$ cat config.mk
export PLATFORM = sky130hd
export DESIGN_NAME = fsl_rx_flat
export DESIGN_NICKNAME = d
export VERILOG_FILES = /design/src/core/fsl_pkg.sv /design/src/core/fsl_link_if.sv /design/src/core/fsl_rx.sv /design/src/flat_wrapper.sv
export SDC_FILE = /design/constraint.sdc
export NUM_CORES = 1
export LEC_CHECK = 0
export ABC_AREA = 1
export BUFFER_PORTS_ARGS = -buffer_cell sky130_fd_sc_hd__clkbuf_2
export CAP_MARGIN = 10
export CELL_PAD_IN_SITES_DETAIL_PLACEMENT = 0
export CELL_PAD_IN_SITES_GLOBAL_PLACEMENT = 1
export CORE_MARGIN = 2
export CORE_UTILIZATION = 39
export CTS_CLUSTER_SIZE = 28
export DETAILED_ROUTE_END_ITERATION = 6
export PLACE_DENSITY = 0.9
export SYNTH_ARGS = -nofsm -noshare
export SYNTH_HDL_FRONTEND = slang
export SYNTH_SLANG_ARGS = --single-unit
export TNS_END_PERCENT = 50
$ cat constraint.sdc
create_clock -name clk -period 3.4 [get_ports clk]
set_input_delay 0.17 -clock clk [delete_from_list [all_inputs] [get_ports clk]]
set_output_delay 0.17 -clock clk [all_outputs]
set_load 0.02 [all_outputs]
$ cat src/core/fsl_pkg.sv
// Shared constants and types for the FEC sync header link ends
`default_nettype none
package fsl_pkg;
	localparam int unsigned BLK_PER_MB    = 32;
	localparam int unsigned PAY_BITS      = 64;
	localparam int unsigned PAR_W         = 26;
	localparam logic [25:0] GEN_POLY      = 26'h0220211;
	localparam int unsigned EOEMB_POS     = 22;
	localparam int unsigned PAR3_POS      = 23;
	localparam int unsigned PAR_LO_POS    = 24;
	localparam int unsigned PILOT_POS     = 27;
	// Bit i lands on stream bit PILOT_POS + i: four zeros, then the closing one
	localparam logic [4:0]  PILOT_PAT     = 5'h10;
	localparam logic [1:0]  HDR_ONE       = 2'h1;
	localparam logic [1:0]  HDR_ZERO      = 2'h2;
	localparam int unsigned LATENCY_BLKS  = 58;
	localparam int unsigned BURST_MAX     = 9;

	// One serial step of the divide by g(x); also used by the receiver
	function automatic logic [25:0] fsl_par_step(input logic [25:0] s, input logic d);
		logic fb;
		fb = s[25] ^ d;
		fsl_par_step = {s[24:0], 1'b0} ^ (fb ? GEN_POLY : 26'h0000000);
	endfunction : fsl_par_step

	// 64 payload bits, first sent bit is bit 0
	function automatic logic [25:0] fsl_par_word(input logic [25:0] s, input logic [63:0] d);
		logic [25:0] t;
		t = s;
		for (int i = 0; i < 64; i++)
			t = fsl_par_step(t, d[i]);
		fsl_par_word = t;
	endfunction : fsl_par_word

	// Sync header stream word from parity and end flag
	function automatic logic [31:0] fsl_shs(input logic [25:0] p, input logic eoemb);
		logic [31:0] w;
		w = 32'h00000000;
		for (int i = 0; i < 22; i++)
			w[i] = p[25 - i];
		w[EOEMB_POS] = eoemb;
		w[PAR3_POS]  = p[3];
		for (int i = 0; i < 3; i++)
			w[PAR_LO_POS + i] = p[2 - i];
		for (int i = 0; i < 5; i++)
			w[PILOT_POS + i] = PILOT_PAT[i];
		fsl_shs = w;
	endfunction : fsl_shs

	typedef enum logic [2:0] {
		FSL_HUNT = 3'h1,
		FSL_LOCK = 3'h2,
		FSL_LOST = 3'h4
	} fsl_sync_e;
endpackage : fsl_pkg
`default_nettype wire

$ cat src/core/fsl_link_if.sv
// Block-wide link between transmitter and receiver
`default_nettype none
interface fsl_link_if;
	logic [1:0]  hdr;
	logic [63:0] payload;
	logic        blk_valid;
	logic        sysref;
	modport tx (output hdr, output payload, output blk_valid, input sysref);
	modport rx (input hdr, input payload, input blk_valid, input sysref);
endinterface : fsl_link_if
`default_nettype wire

$ cat src/core/fsl_rx.sv
// Receiver end: parity check, sync monitors, lane release
`default_nettype none
module fsl_rx #(
	parameter int unsigned E_MB      = 1,
	parameter int unsigned ERR_LIM   = 4,
	parameter int unsigned WIN_BLKS  = 64,
	parameter int unsigned RBD_BLKS  = 0
) (
	// Clock and reset
	input  wire logic           clk,
	input  wire logic           reset_n,
	// Link
	fsl_link_if.rx              link,
	// User side
	input  wire logic           all_lanes_ready,
	output logic                syndrome_err,
	output logic [25:0]         syndrome,
	output logic                block_lock,
	output logic                mb_lock,
	output logic                emb_lock,
	output logic                buf_writing,
	output logic                buf_release,
	output logic                sysref_req
);
	typedef struct packed {
		logic [25:0] par;
		logic [25:0] last_par;
		logic        have_last;
		logic [31:0] shs;
		logic [4:0]  blk;
		logic [7:0]  emb;
		logic [15:0] lemc;
		logic [7:0]  win;
		logic [3:0]  hdr_err;
		logic [3:0]  mb_err;
		logic [3:0]  emb_err;
		fsl_pkg::fsl_sync_e st;
		logic [25:0] syn;
		logic        syn_err;
		logic        writing;
		logic        release_p;
		logic        sysref_req;
	} fsl_rx_s;

	fsl_rx_s s_reg, s_next;
	localparam int unsigned LEMC_BLKS = fsl_pkg::BLK_PER_MB * E_MB;

	always_comb
	begin
		logic        bitv;
		logic [31:0] shs;
		logic [25:0] rxp;
		logic        want_eoemb;
		s_next    = s_reg;
		bitv      = 1'b0;
		shs       = 32'h00000000;
		rxp       = 26'h0000000;
		want_eoemb = 1'b0;
		s_next.release_p = 1'b0;
		s_next.lemc = (s_reg.lemc == 16'(LEMC_BLKS - 1)) ? 16'h0000 : s_reg.lemc + 16'h0001;
		if (link.sysref)
			s_next.lemc = 16'h0000;
		if (link.blk_valid)
		begin
			// Headers are 01 for one, 10 for zero; other patterns are errors
			bitv = (link.hdr == fsl_pkg::HDR_ONE);
			s_next.par = fsl_pkg::fsl_par_word(s_reg.par, link.payload);
			shs = s_reg.shs;
			shs[s_reg.blk] = bitv;
			s_next.shs = shs;
			s_next.win = s_reg.win + 8'h01;
			if (s_reg.win == 8'(WIN_BLKS - 1))
			begin
				s_next.win = 8'h00;
				s_next.hdr_err = 4'h0;
				s_next.mb_err = 4'h0;
				s_next.emb_err = 4'h0;
			end
			// Counted after the window clear so an error in its last block is kept
			if (link.hdr != fsl_pkg::HDR_ONE && link.hdr != fsl_pkg::HDR_ZERO)
				s_next.hdr_err = s_next.hdr_err + 4'h1;
			s_next.blk = s_reg.blk + 5'h01;
			if (s_reg.blk == 5'(fsl_pkg::BLK_PER_MB - 1))
			begin
				rxp = 26'h0000000;
				for (int i = 0; i < 22; i++)
					rxp[25 - i] = shs[i];
				rxp[3] = shs[fsl_pkg::PAR3_POS];
				for (int i = 0; i < 3; i++)
					rxp[2 - i] = shs[fsl_pkg::PAR_LO_POS + i];
				s_next.par = 26'h0000000;
				s_next.last_par = fsl_pkg::fsl_par_word(s_reg.par, link.payload);
				s_next.have_last = 1'b1;
				if (s_reg.have_last)
				begin
					s_next.syn = rxp ^ s_reg.last_par; // see R3, see R5
					s_next.syn_err = (rxp != s_reg.last_par);
				end
				// Pilot must sit at the stream end every time
				if (shs[fsl_pkg::PILOT_POS +: 5] != fsl_pkg::PILOT_PAT)
					s_next.mb_err = s_next.mb_err + 4'h1;
				want_eoemb = (s_reg.emb == 8'(E_MB - 1));
				if (shs[fsl_pkg::EOEMB_POS] != want_eoemb)
					s_next.emb_err = s_next.emb_err + 4'h1;
				s_next.emb = want_eoemb ? 8'h00 : s_reg.emb + 8'h01;
				if (want_eoemb && all_lanes_ready && s_reg.st == fsl_pkg::FSL_LOCK)
					s_next.writing = 1'b1;
			end
		end
		unique case (s_reg.st)
			fsl_pkg::FSL_HUNT:
			begin
				if (s_reg.win == 8'(WIN_BLKS - 1) && s_reg.mb_err == 4'h0 &&
				    s_reg.hdr_err == 4'h0)
					s_next.st = fsl_pkg::FSL_LOCK;
			end
			fsl_pkg::FSL_LOCK:
			begin
				if (s_reg.hdr_err >= 4'(ERR_LIM) || s_reg.mb_err >= 4'(ERR_LIM) ||
				    s_reg.emb_err >= 4'(ERR_LIM))
				begin
					s_next.st = fsl_pkg::FSL_LOST;
					s_next.writing = 1'b0;
					s_next.sysref_req = 1'b1;
				end
			end
			fsl_pkg::FSL_LOST:
			begin
				if (link.sysref)
				begin
					s_next.st = fsl_pkg::FSL_HUNT;
					s_next.sysref_req = 1'b0;
					s_next.hdr_err = 4'h0;
					s_next.mb_err = 4'h0;
					s_next.emb_err = 4'h0;
					s_next.win = 8'h00;
				end
			end
		endcase
		// Release at LEMC edge plus programmed delay, kept clear of arrival spread
		if (s_reg.writing && s_reg.lemc == 16'(RBD_BLKS)) // see R16
			s_next.release_p = 1'b1;
	end

	always_ff @(posedge clk)
	begin
		if (!reset_n)
		begin
			s_reg    <= '0;
			s_reg.st <= fsl_pkg::FSL_HUNT;
		end
		else
			s_reg <= s_next;
	end

	// burst correction from syndrome is left to downstream logic
	always_comb syndrome_err = s_reg.syn_err;
	always_comb syndrome     = s_reg.syn;
	always_comb block_lock   = (s_reg.st == fsl_pkg::FSL_LOCK);
	always_comb mb_lock      = (s_reg.st == fsl_pkg::FSL_LOCK);
	always_comb emb_lock     = (s_reg.st == fsl_pkg::FSL_LOCK);
	always_comb buf_writing  = s_reg.writing;
	always_comb buf_release  = s_reg.release_p;
	always_comb sysref_req   = s_reg.sysref_req;
endmodule : fsl_rx
`default_nettype wire

$ cat src/flat_wrapper.sv
// flat-port wrapper written by rule: the top's interface ports become plain ports
module fsl_rx_flat 
#(
	parameter int unsigned E_MB      = 1,
	parameter int unsigned ERR_LIM   = 4,
	parameter int unsigned WIN_BLKS  = 64,
	parameter int unsigned RBD_BLKS  = 0
)
  (clk, reset_n, all_lanes_ready, syndrome_err, syndrome, block_lock, mb_lock, emb_lock, buf_writing, buf_release, sysref_req, link_hdr, link_payload, link_blk_valid, link_sysref);
  fsl_link_if link_i ();
  input  wire logic clk;
  input  wire logic reset_n;
  input  wire logic all_lanes_ready;
  output logic syndrome_err;
  output logic [25:0] syndrome;
  output logic block_lock;
  output logic mb_lock;
  output logic emb_lock;
  output logic buf_writing;
  output logic buf_release;
  output logic sysref_req;
  input wire logic [$bits(link_i.hdr)-1:0] link_hdr;
  input wire logic [$bits(link_i.payload)-1:0] link_payload;
  input wire logic [$bits(link_i.blk_valid)-1:0] link_blk_valid;
  input wire logic [$bits(link_i.sysref)-1:0] link_sysref;
  assign link_i.hdr = link_hdr;
  assign link_i.payload = link_payload;
  assign link_i.blk_valid = link_blk_valid;
  assign link_i.sysref = link_sysref;
  fsl_rx #(.E_MB(E_MB), .ERR_LIM(ERR_LIM), .WIN_BLKS(WIN_BLKS), .RBD_BLKS(RBD_BLKS)) u_core (.clk(clk), .reset_n(reset_n), .link(link_i), .all_lanes_ready(all_lanes_ready), .syndrome_err(syndrome_err), .syndrome(syndrome), .block_lock(block_lock), .mb_lock(mb_lock), .emb_lock(emb_lock), .buf_writing(buf_writing), .buf_release(buf_release), .sysref_req(sysref_req));
endmodule
=== After elaboration in Yosys (flattened, before gate mapping) ===
Cells that the tools add are included.

* Reductions and logical operators: 19
* Bitwise gates (word level): 130
* Add/sub/neg operators: 7
* $mul: 0
* Shift-type cells: 0
* Divide/modulo/power cells: 0
* Equality and inequality tests: 15
* $lt $le $gt $ge: 5
* Muxes and demuxes: 90

{| class="wikitable"
|+ Operator list
! kind !! number
|-
| $xor A26 B26 Y26 || 65
|-
| $mux W22 || 64
|-
| $mux W20 || 4
|-
| $xor A1 B1 Y1 || 64
|-
| $mux W53 || 1
|-
| $bwmux W32 || 1
|-
| $ne A26 B26 Y1 || 1
|-
| $mux W23 || 1
|-
| $add A16 B1 Y16 const B || 1
|-
| $add A8 B1 Y8 const B || 2
|-
| $eq A16 B5 Y1 const B || 1
|-
| $logic_not A16 Y1 || 1
|-
| $mux W8 || 2
|-
| $add A4 B1 Y4 const B || 3
|-
| $ge A4 B3 Y1 const B || 3
|-
| $mux W4 || 3
|-
| $mux W1 || 9
|-
| $pmux W3 S3 || 1
|-
| $reduce_and A3 Y1 || 3
|-
| $eq A8 B6 Y1 const B || 1
|-
| $logic_not A4 Y1 || 2
|-
| $logic_not A8 Y1 || 1
|-
| $logic_and A1 B1 Y1 || 7
|-
| $lt A5 B6 Y1 const B || 1
|-
| other kinds (19) || 24
|}

* Register bits after elaboration: 167
* Latch bits: 0
* Bits in writable memories: 0
* Memory bits (read-only): 0
* Word-level logic and storage cells: 283
* Bits of input ports: 71
* Memories: 0
* Output and inout bits: 33

=== Logic depth before layout (Yosys ltp) ===
* Depth after elaboration: 193
* Mapped depth: 46
* Gate-level depth less buffers: 46

=== Worst setup path after synthesis ===
No wires, ideal clock.

* Kind: register -> register
* Start point: register u_core.s_reg[163] in the netlist's numbering
* End point: register u_core.s_reg[133] in the netlist's numbering
* Cell stages (with the launch flop): 38
* Path slack: -46 ps
* Setup time: 109 ps
* Clock period less this slack: 3446 ps
* Buffers on the path: 0
* Data arrival time: 3337 ps
* Required time: 3291 ps
* Cell sequence: dfxtp_1 -> xnor2_1 -> nand2_1 -> nand2_2 -> nand2_2 -> nand2_4 -> nand3_2 -> nand2_4 -> nand2_2 -> nand2_1 -> nand2_1 -> nand2_2 -> nand2_2 -> nand2_1 -> nand2_2 -> nand2_1 -> nand2_1 -> nand2_1 -> (+2 left out) -> nand2_1 -> nand2_1 -> nand2_1 -> nand2_1 -> nand2_1 -> nand2_1 -> nand2_1 -> nand2_1 -> nand2_1 -> nand2_2 -> xor2_1 -> nand3_1 -> nand2_2 -> nand2_1 -> nand2_1 -> nand2_1 -> nand2_1 -> inv_1

* Word-level cells in the longest chain between the ends: 88
* Elaborated cells on any way between the ends: 140
* Classes of those cells: mux (38); bitwise (102)

{| class="wikitable"
|+ Ends and longest elaborated chain
! what !! RTL line !! RTL
|-
| from (decl) || fsl_rx.sv:45 || <nowiki>fsl_rx_s s_reg, s_next;</nowiki>
|-
| from (signal assigned) || fsl_rx.sv:153 || <nowiki>s_reg <= s_next;</nowiki>
|-
| $xor A26 B26 Y26 * (3 in series) || fsl_pkg.sv:23 || <nowiki>fsl_par_step = {s[24:0], 1'b0} ^ (fb ? GEN_POLY : 26'h0000000);</nowiki>
|-
| $xor A1 B1 Y1 * || fsl_pkg.sv:22 || <nowiki>fb = s[25] ^ d;</nowiki>
|-
| $mux W22 * || fsl_pkg.sv:23 ||
|-
| $xor A26 B26 Y26 * (5 in series) || fsl_pkg.sv:23 ||
|-
| $xor A1 B1 Y1 or $xor A26 B26 Y26 (tied branches) || fsl_pkg.sv:22, fsl_pkg.sv:23 ||
|-
| $mux W22 or $xor A26 B26 Y26 (tied branches) || fsl_pkg.sv:23 ||
|-
| $xor A26 B26 Y26 * (5 in series) || fsl_pkg.sv:23 ||
|-
| $xor A1 B1 Y1 or $xor A26 B26 Y26 (tied branches) || fsl_pkg.sv:22, fsl_pkg.sv:23 ||
|-
| (+49 left out) || n/a ||
|-
| $mux W22 or $xor A26 B26 Y26 (tied branches) || fsl_pkg.sv:23 ||
|-
| $xor A26 B26 Y26 * (5 in series) || fsl_pkg.sv:23 ||
|-
| $xor A1 B1 Y1 or $xor A26 B26 Y26 (tied branches) || fsl_pkg.sv:22, fsl_pkg.sv:23 ||
|-
| $mux W22 or $xor A26 B26 Y26 (tied branches) || fsl_pkg.sv:23 ||
|-
| $xor A26 B26 Y26 * (9 in series) || fsl_pkg.sv:23 ||
|-
| $xor A1 B1 Y1 || fsl_pkg.sv:22 ||
|-
| $mux W22 || fsl_pkg.sv:23 ||
|-
| $xor A26 B26 Y26 * (2 in series) || fsl_pkg.sv:23 ||
|}

Mark *: on every way between the ends. The rest lies on a longest branch, timed or not.
A chain may end at the register's enable or synchronous reset.

=== Worst setup path in the final report ===
* Start point: register u_core.s_reg[164] in the netlist's numbering
* End point: register u_core.s_reg[139] in the netlist's numbering

* Word-level cells in the longest chain between the ends: 86
* Elaborated cells on any way between the ends: 142
* Classes of those cells: mux (39); bitwise (103)

{| class="wikitable"
|+ Ends and longest elaborated chain
! what !! RTL line
|-
| $xor A26 B26 Y26 * (2 in series) || fsl_pkg.sv:23
|-
| $xor A1 B1 Y1 * || fsl_pkg.sv:22
|-
| $mux W22 * || fsl_pkg.sv:23
|-
| $xor A26 B26 Y26 * (5 in series) || fsl_pkg.sv:23
|-
| $xor A1 B1 Y1 or $xor A26 B26 Y26 (tied branches) || fsl_pkg.sv:22, fsl_pkg.sv:23
|-
| $mux W22 or $xor A26 B26 Y26 (tied branches) || fsl_pkg.sv:23
|-
| $xor A26 B26 Y26 * (5 in series) || fsl_pkg.sv:23
|-
| $xor A1 B1 Y1 or $xor A26 B26 Y26 (tied branches) || fsl_pkg.sv:22, fsl_pkg.sv:23
|-
| (+42 left out) || n/a
|-
| $mux W22 (tied with other cells) || fsl_pkg.sv:23
|-
| $xor A26 B26 Y26 * (5 in series) || fsl_pkg.sv:23
|-
| $xor A1 B1 Y1 or $xor A26 B26 Y26 (tied branches) || fsl_pkg.sv:22, fsl_pkg.sv:23
|-
| $mux W22 (tied with other cells) || fsl_pkg.sv:23
|-
| $xor A26 B26 Y26 * (9 in series) || fsl_pkg.sv:23
|-
| $xor A1 B1 Y1 or $xor A26 B26 Y26 (tied branches) || fsl_pkg.sv:22, fsl_pkg.sv:23
|-
| $mux W22 or $xor A26 B26 Y26 (tied branches) || fsl_pkg.sv:23
|-
| $xor A26 B26 Y26 * (8 in series) || fsl_pkg.sv:23
|}

Marked as above.

==> metrics.cfg <==
[die]
design.core.area_um2=27800
rows=61
die_x_um=172
start_util_pct=39.7
dieArea_um2=29600
dieHeight_um=172
design.portCount=104

[placed_design]
gp_congestion=0.973
hpwl_um=24500
io_buffers=103

[drt]
wl_um=33900
viasPerCell=4.99
firstDrtPassIters=5
drtAntennaViolNets=0
drc=0
drt-initial-drc-count=706
num_vias=11300
post_drt_wl_per_cell_um=15.0

[worst_setup_path]
reg2reg_to=u_core.s_reg[139]$_SDFFE_PN0P_
rrSetupSlack_ns=-0.78
start_kind=flop
crit_top_cell=nand2_4
critical-path-slowest-cell=dfxtp_4
rr_startpoint=u_core.s_reg[164]$_SDFFE_PN0P_
cp-end-kind=flop
path_max_fanout=4
reg2regPathDepth=31
critical_path_buf_inv_count=8
max_stage_delay_ns=0.36
worstPathArrival_ns=4.50
critPathTopFamily=simple AND/OR/NAND/NOR gates
path_class=flop to flop
crit_required_ns=3.72

[global_routing]
grtUsageTotal_pct=21.8
grt_pass1_wl_um=50800
grt_most_used_layer=met2
grt_pass1_vias=10400
antenna_found_initial=0
grtUsageMet1_pct=26.3
gr-total-overflow=0
met3_usage_pct=3.30
use_met2_pct=38.8
grt_max_degree=56

[layout]
multi_input_area_um2=7800
nFillCells=2677
largest_reg_flops=137
drive_above_1_share_pct=32.6
fin_nets=1957
seq_area_um2=3370
syn_to_final_growth_pct=34.6
antenna_cells=0

[clock_tree]
cts.sinks=167
clockRootBuffer=clkbuf_16
cts_tree=done
numCtsBuffers=17
clock_latency_ns=0.43
clkTransAtPathRegs_ns=0.07
clk_path_buf_depth=2
h-tree-depth=4

[worst_hold_path]
min_to=u_core.sysref_req$_SDFFE_PN0P_
min_from=link_sysref
hold_depth=4
hold_class=primary input to flop

[logic_synthesis]
yosysWarnings=0
seq_area_frac_synth_pct=30.3
yosysMostFrequentCell=nand2_1
syn_area_per_cell_um2=6.52
synth_cell_type_count=43
synth_edf_count=0
synth_area_leader_cell=dfxtp_1
ys_ff_latch=167
synth_fp_nets=1775
synthCells=1690
synth_area_um2=11000
synth_top_area_share_pct=30.3
synthTopCellsByCount=439 x nand2_1, 239 x inv_1, 167 x dfxtp_1, 129 x nor2_1, 121 x nand3_1
synth_area_leaders=dfxtp_1 30%, nand2_1 15%, inv_1 8.1%, xor2_1 6.5%, nand3_1 5.5%
async_flop_share_pct=0
synth_ff_type=dfxtp_1

[sta]
fin_setup_tns_ns=-23.70
finalClockSkew_ns=0.0115
drv_slew=0
worst_slack_ns=-0.777
fmax_mhz=239
setup_violations=36
worstMarginPinSlew_ns=1.04
hold_ws_ns=0.0479
hold_viol=0
min_period_over_period_pct=123
layout_min_cycle_time_ns=4.18
relSlewSlack_pct=30.8
rsz0062_at_grt=yes

[status]
violations=setup timing
run_status=finished with violations

[run]
drv_cap=0

-- worst register-to-register path: cells and delay by family (launching register included) --
kind,cells,cell delay (ns)
flops,1,0.36
simple gates,16,1.58
xor+xnor,6,1.25
compound gates,1,0.10
buf+inv,8,0.77
-- layout make-up --
class	count	area share, %
Tap cell	378	3.19
Clock buffer	19	3.05
Inverter	256	6.53
Timing Repair Buffer	239	11.0
Sequential cell	167	22.7
Multi-Input combinational cell	1191	52.6
Clock inverter	13	0.978
-- cells by family (layout without fill, tap and decap cells) --
group           after synthesis  count (layout)  synth area share, %
flops                       167             167                 30.3
buf+inv                     332             527                 12.3
simple gates                805             805                 32.0
xor+xnor                    131             131                 11.5
compound gates              241             241                 12.2
fa+ha+maj                    14              14                 1.59
-- worst max-delay path by stage --
stage / startpoint / to / slack [ns] / cells past startpoint
final: u_core.s_reg[164]$_SDFFE_PN0P_ / u_core.s_reg[139]$_SDFFE_PN0P_ / -0.78 / 31
after global placement: u_core.s_reg[163]$_SDFFE_PN0P_ / u_core.s_reg[166]$_SDFFE_PN0P_ / -0.76 / 25
after floorplan: u_core.s_reg[166]$_SDFFE_PN0P_ / u_core.s_reg[133]$_SDFFE_PN0P_ / 0.006 / 42
after detailed placement: u_core.s_reg[163]$_SDFFE_PN0P_ / u_core.s_reg[161]$_SDFFE_PN0P_ / -0.80 / 26
after global routing: u_core.s_reg[164]$_SDFFE_PN0P_ / u_core.s_reg[136]$_SDFFE_PN0P_ / -0.96 / 37
after CTS: u_core.s_reg[166]$_SDFFE_PN0P_ / u_core.s_reg[136]$_SDFFE_PN0P_ / -0.50 / 47
-- through the flow --
step	worst slack (ns)	util [%]	instance area [um2]	cells
after floorplan	0.00618	-	11000	1690
after global placement	-0.755	44.8	12500	2205
after detailed placement	-0.798	44.8	12500	2205
after CTS	-0.500	49.2	13700	2245
after global routing	-0.959	53.4	14800	2263
final	-0.777	53.4	14800	2263
-- what timing repair did --
item | in CTS | in global routing
buffers inserted | 7 | 18
hold endpoints to repair | 1 | 0
endpoints found under the setup margin | 36 | 36
gates resized for setup | 134 | 240
pin swaps | 57 | 86
hold buffers | 1 | 0
-- layout by cell type (no fill, tap or decap), types with 14 or more instances in the layout --
master     netlist  routed
a21oi_1         81      74
a31oi_1         18      18
buf_4           29     122
clkbuf_16        0      17
clkbuf_2         0     103
dfxtp_1        167     154
ha_1            14      14
inv_1          239     231
inv_2           15      21
nand2_1        439     294
nand2_2         28     116
nand2_4          7      63
nand3_1        121      55
nand3_2          6      50
nand3_4          0      22
nor2_1         129     127
nor3_1          22      22
o211ai_1        21      21
o21ai_0         94      87
o21bai_1        15      15
xnor2_1         36      28
xor2_1          82      68
-- routing by layer --
layer / vias up / wire length [um]
li1: 5668 / -
met1: 5245 / 14500
met2: 301 / 16600
met3: 73 / 1380
met4: 0 / 1480
met5: - / 0
Power is not shown: default switching activity piles up to over one toggle a cycle in this logic, so the estimate is an artifact.
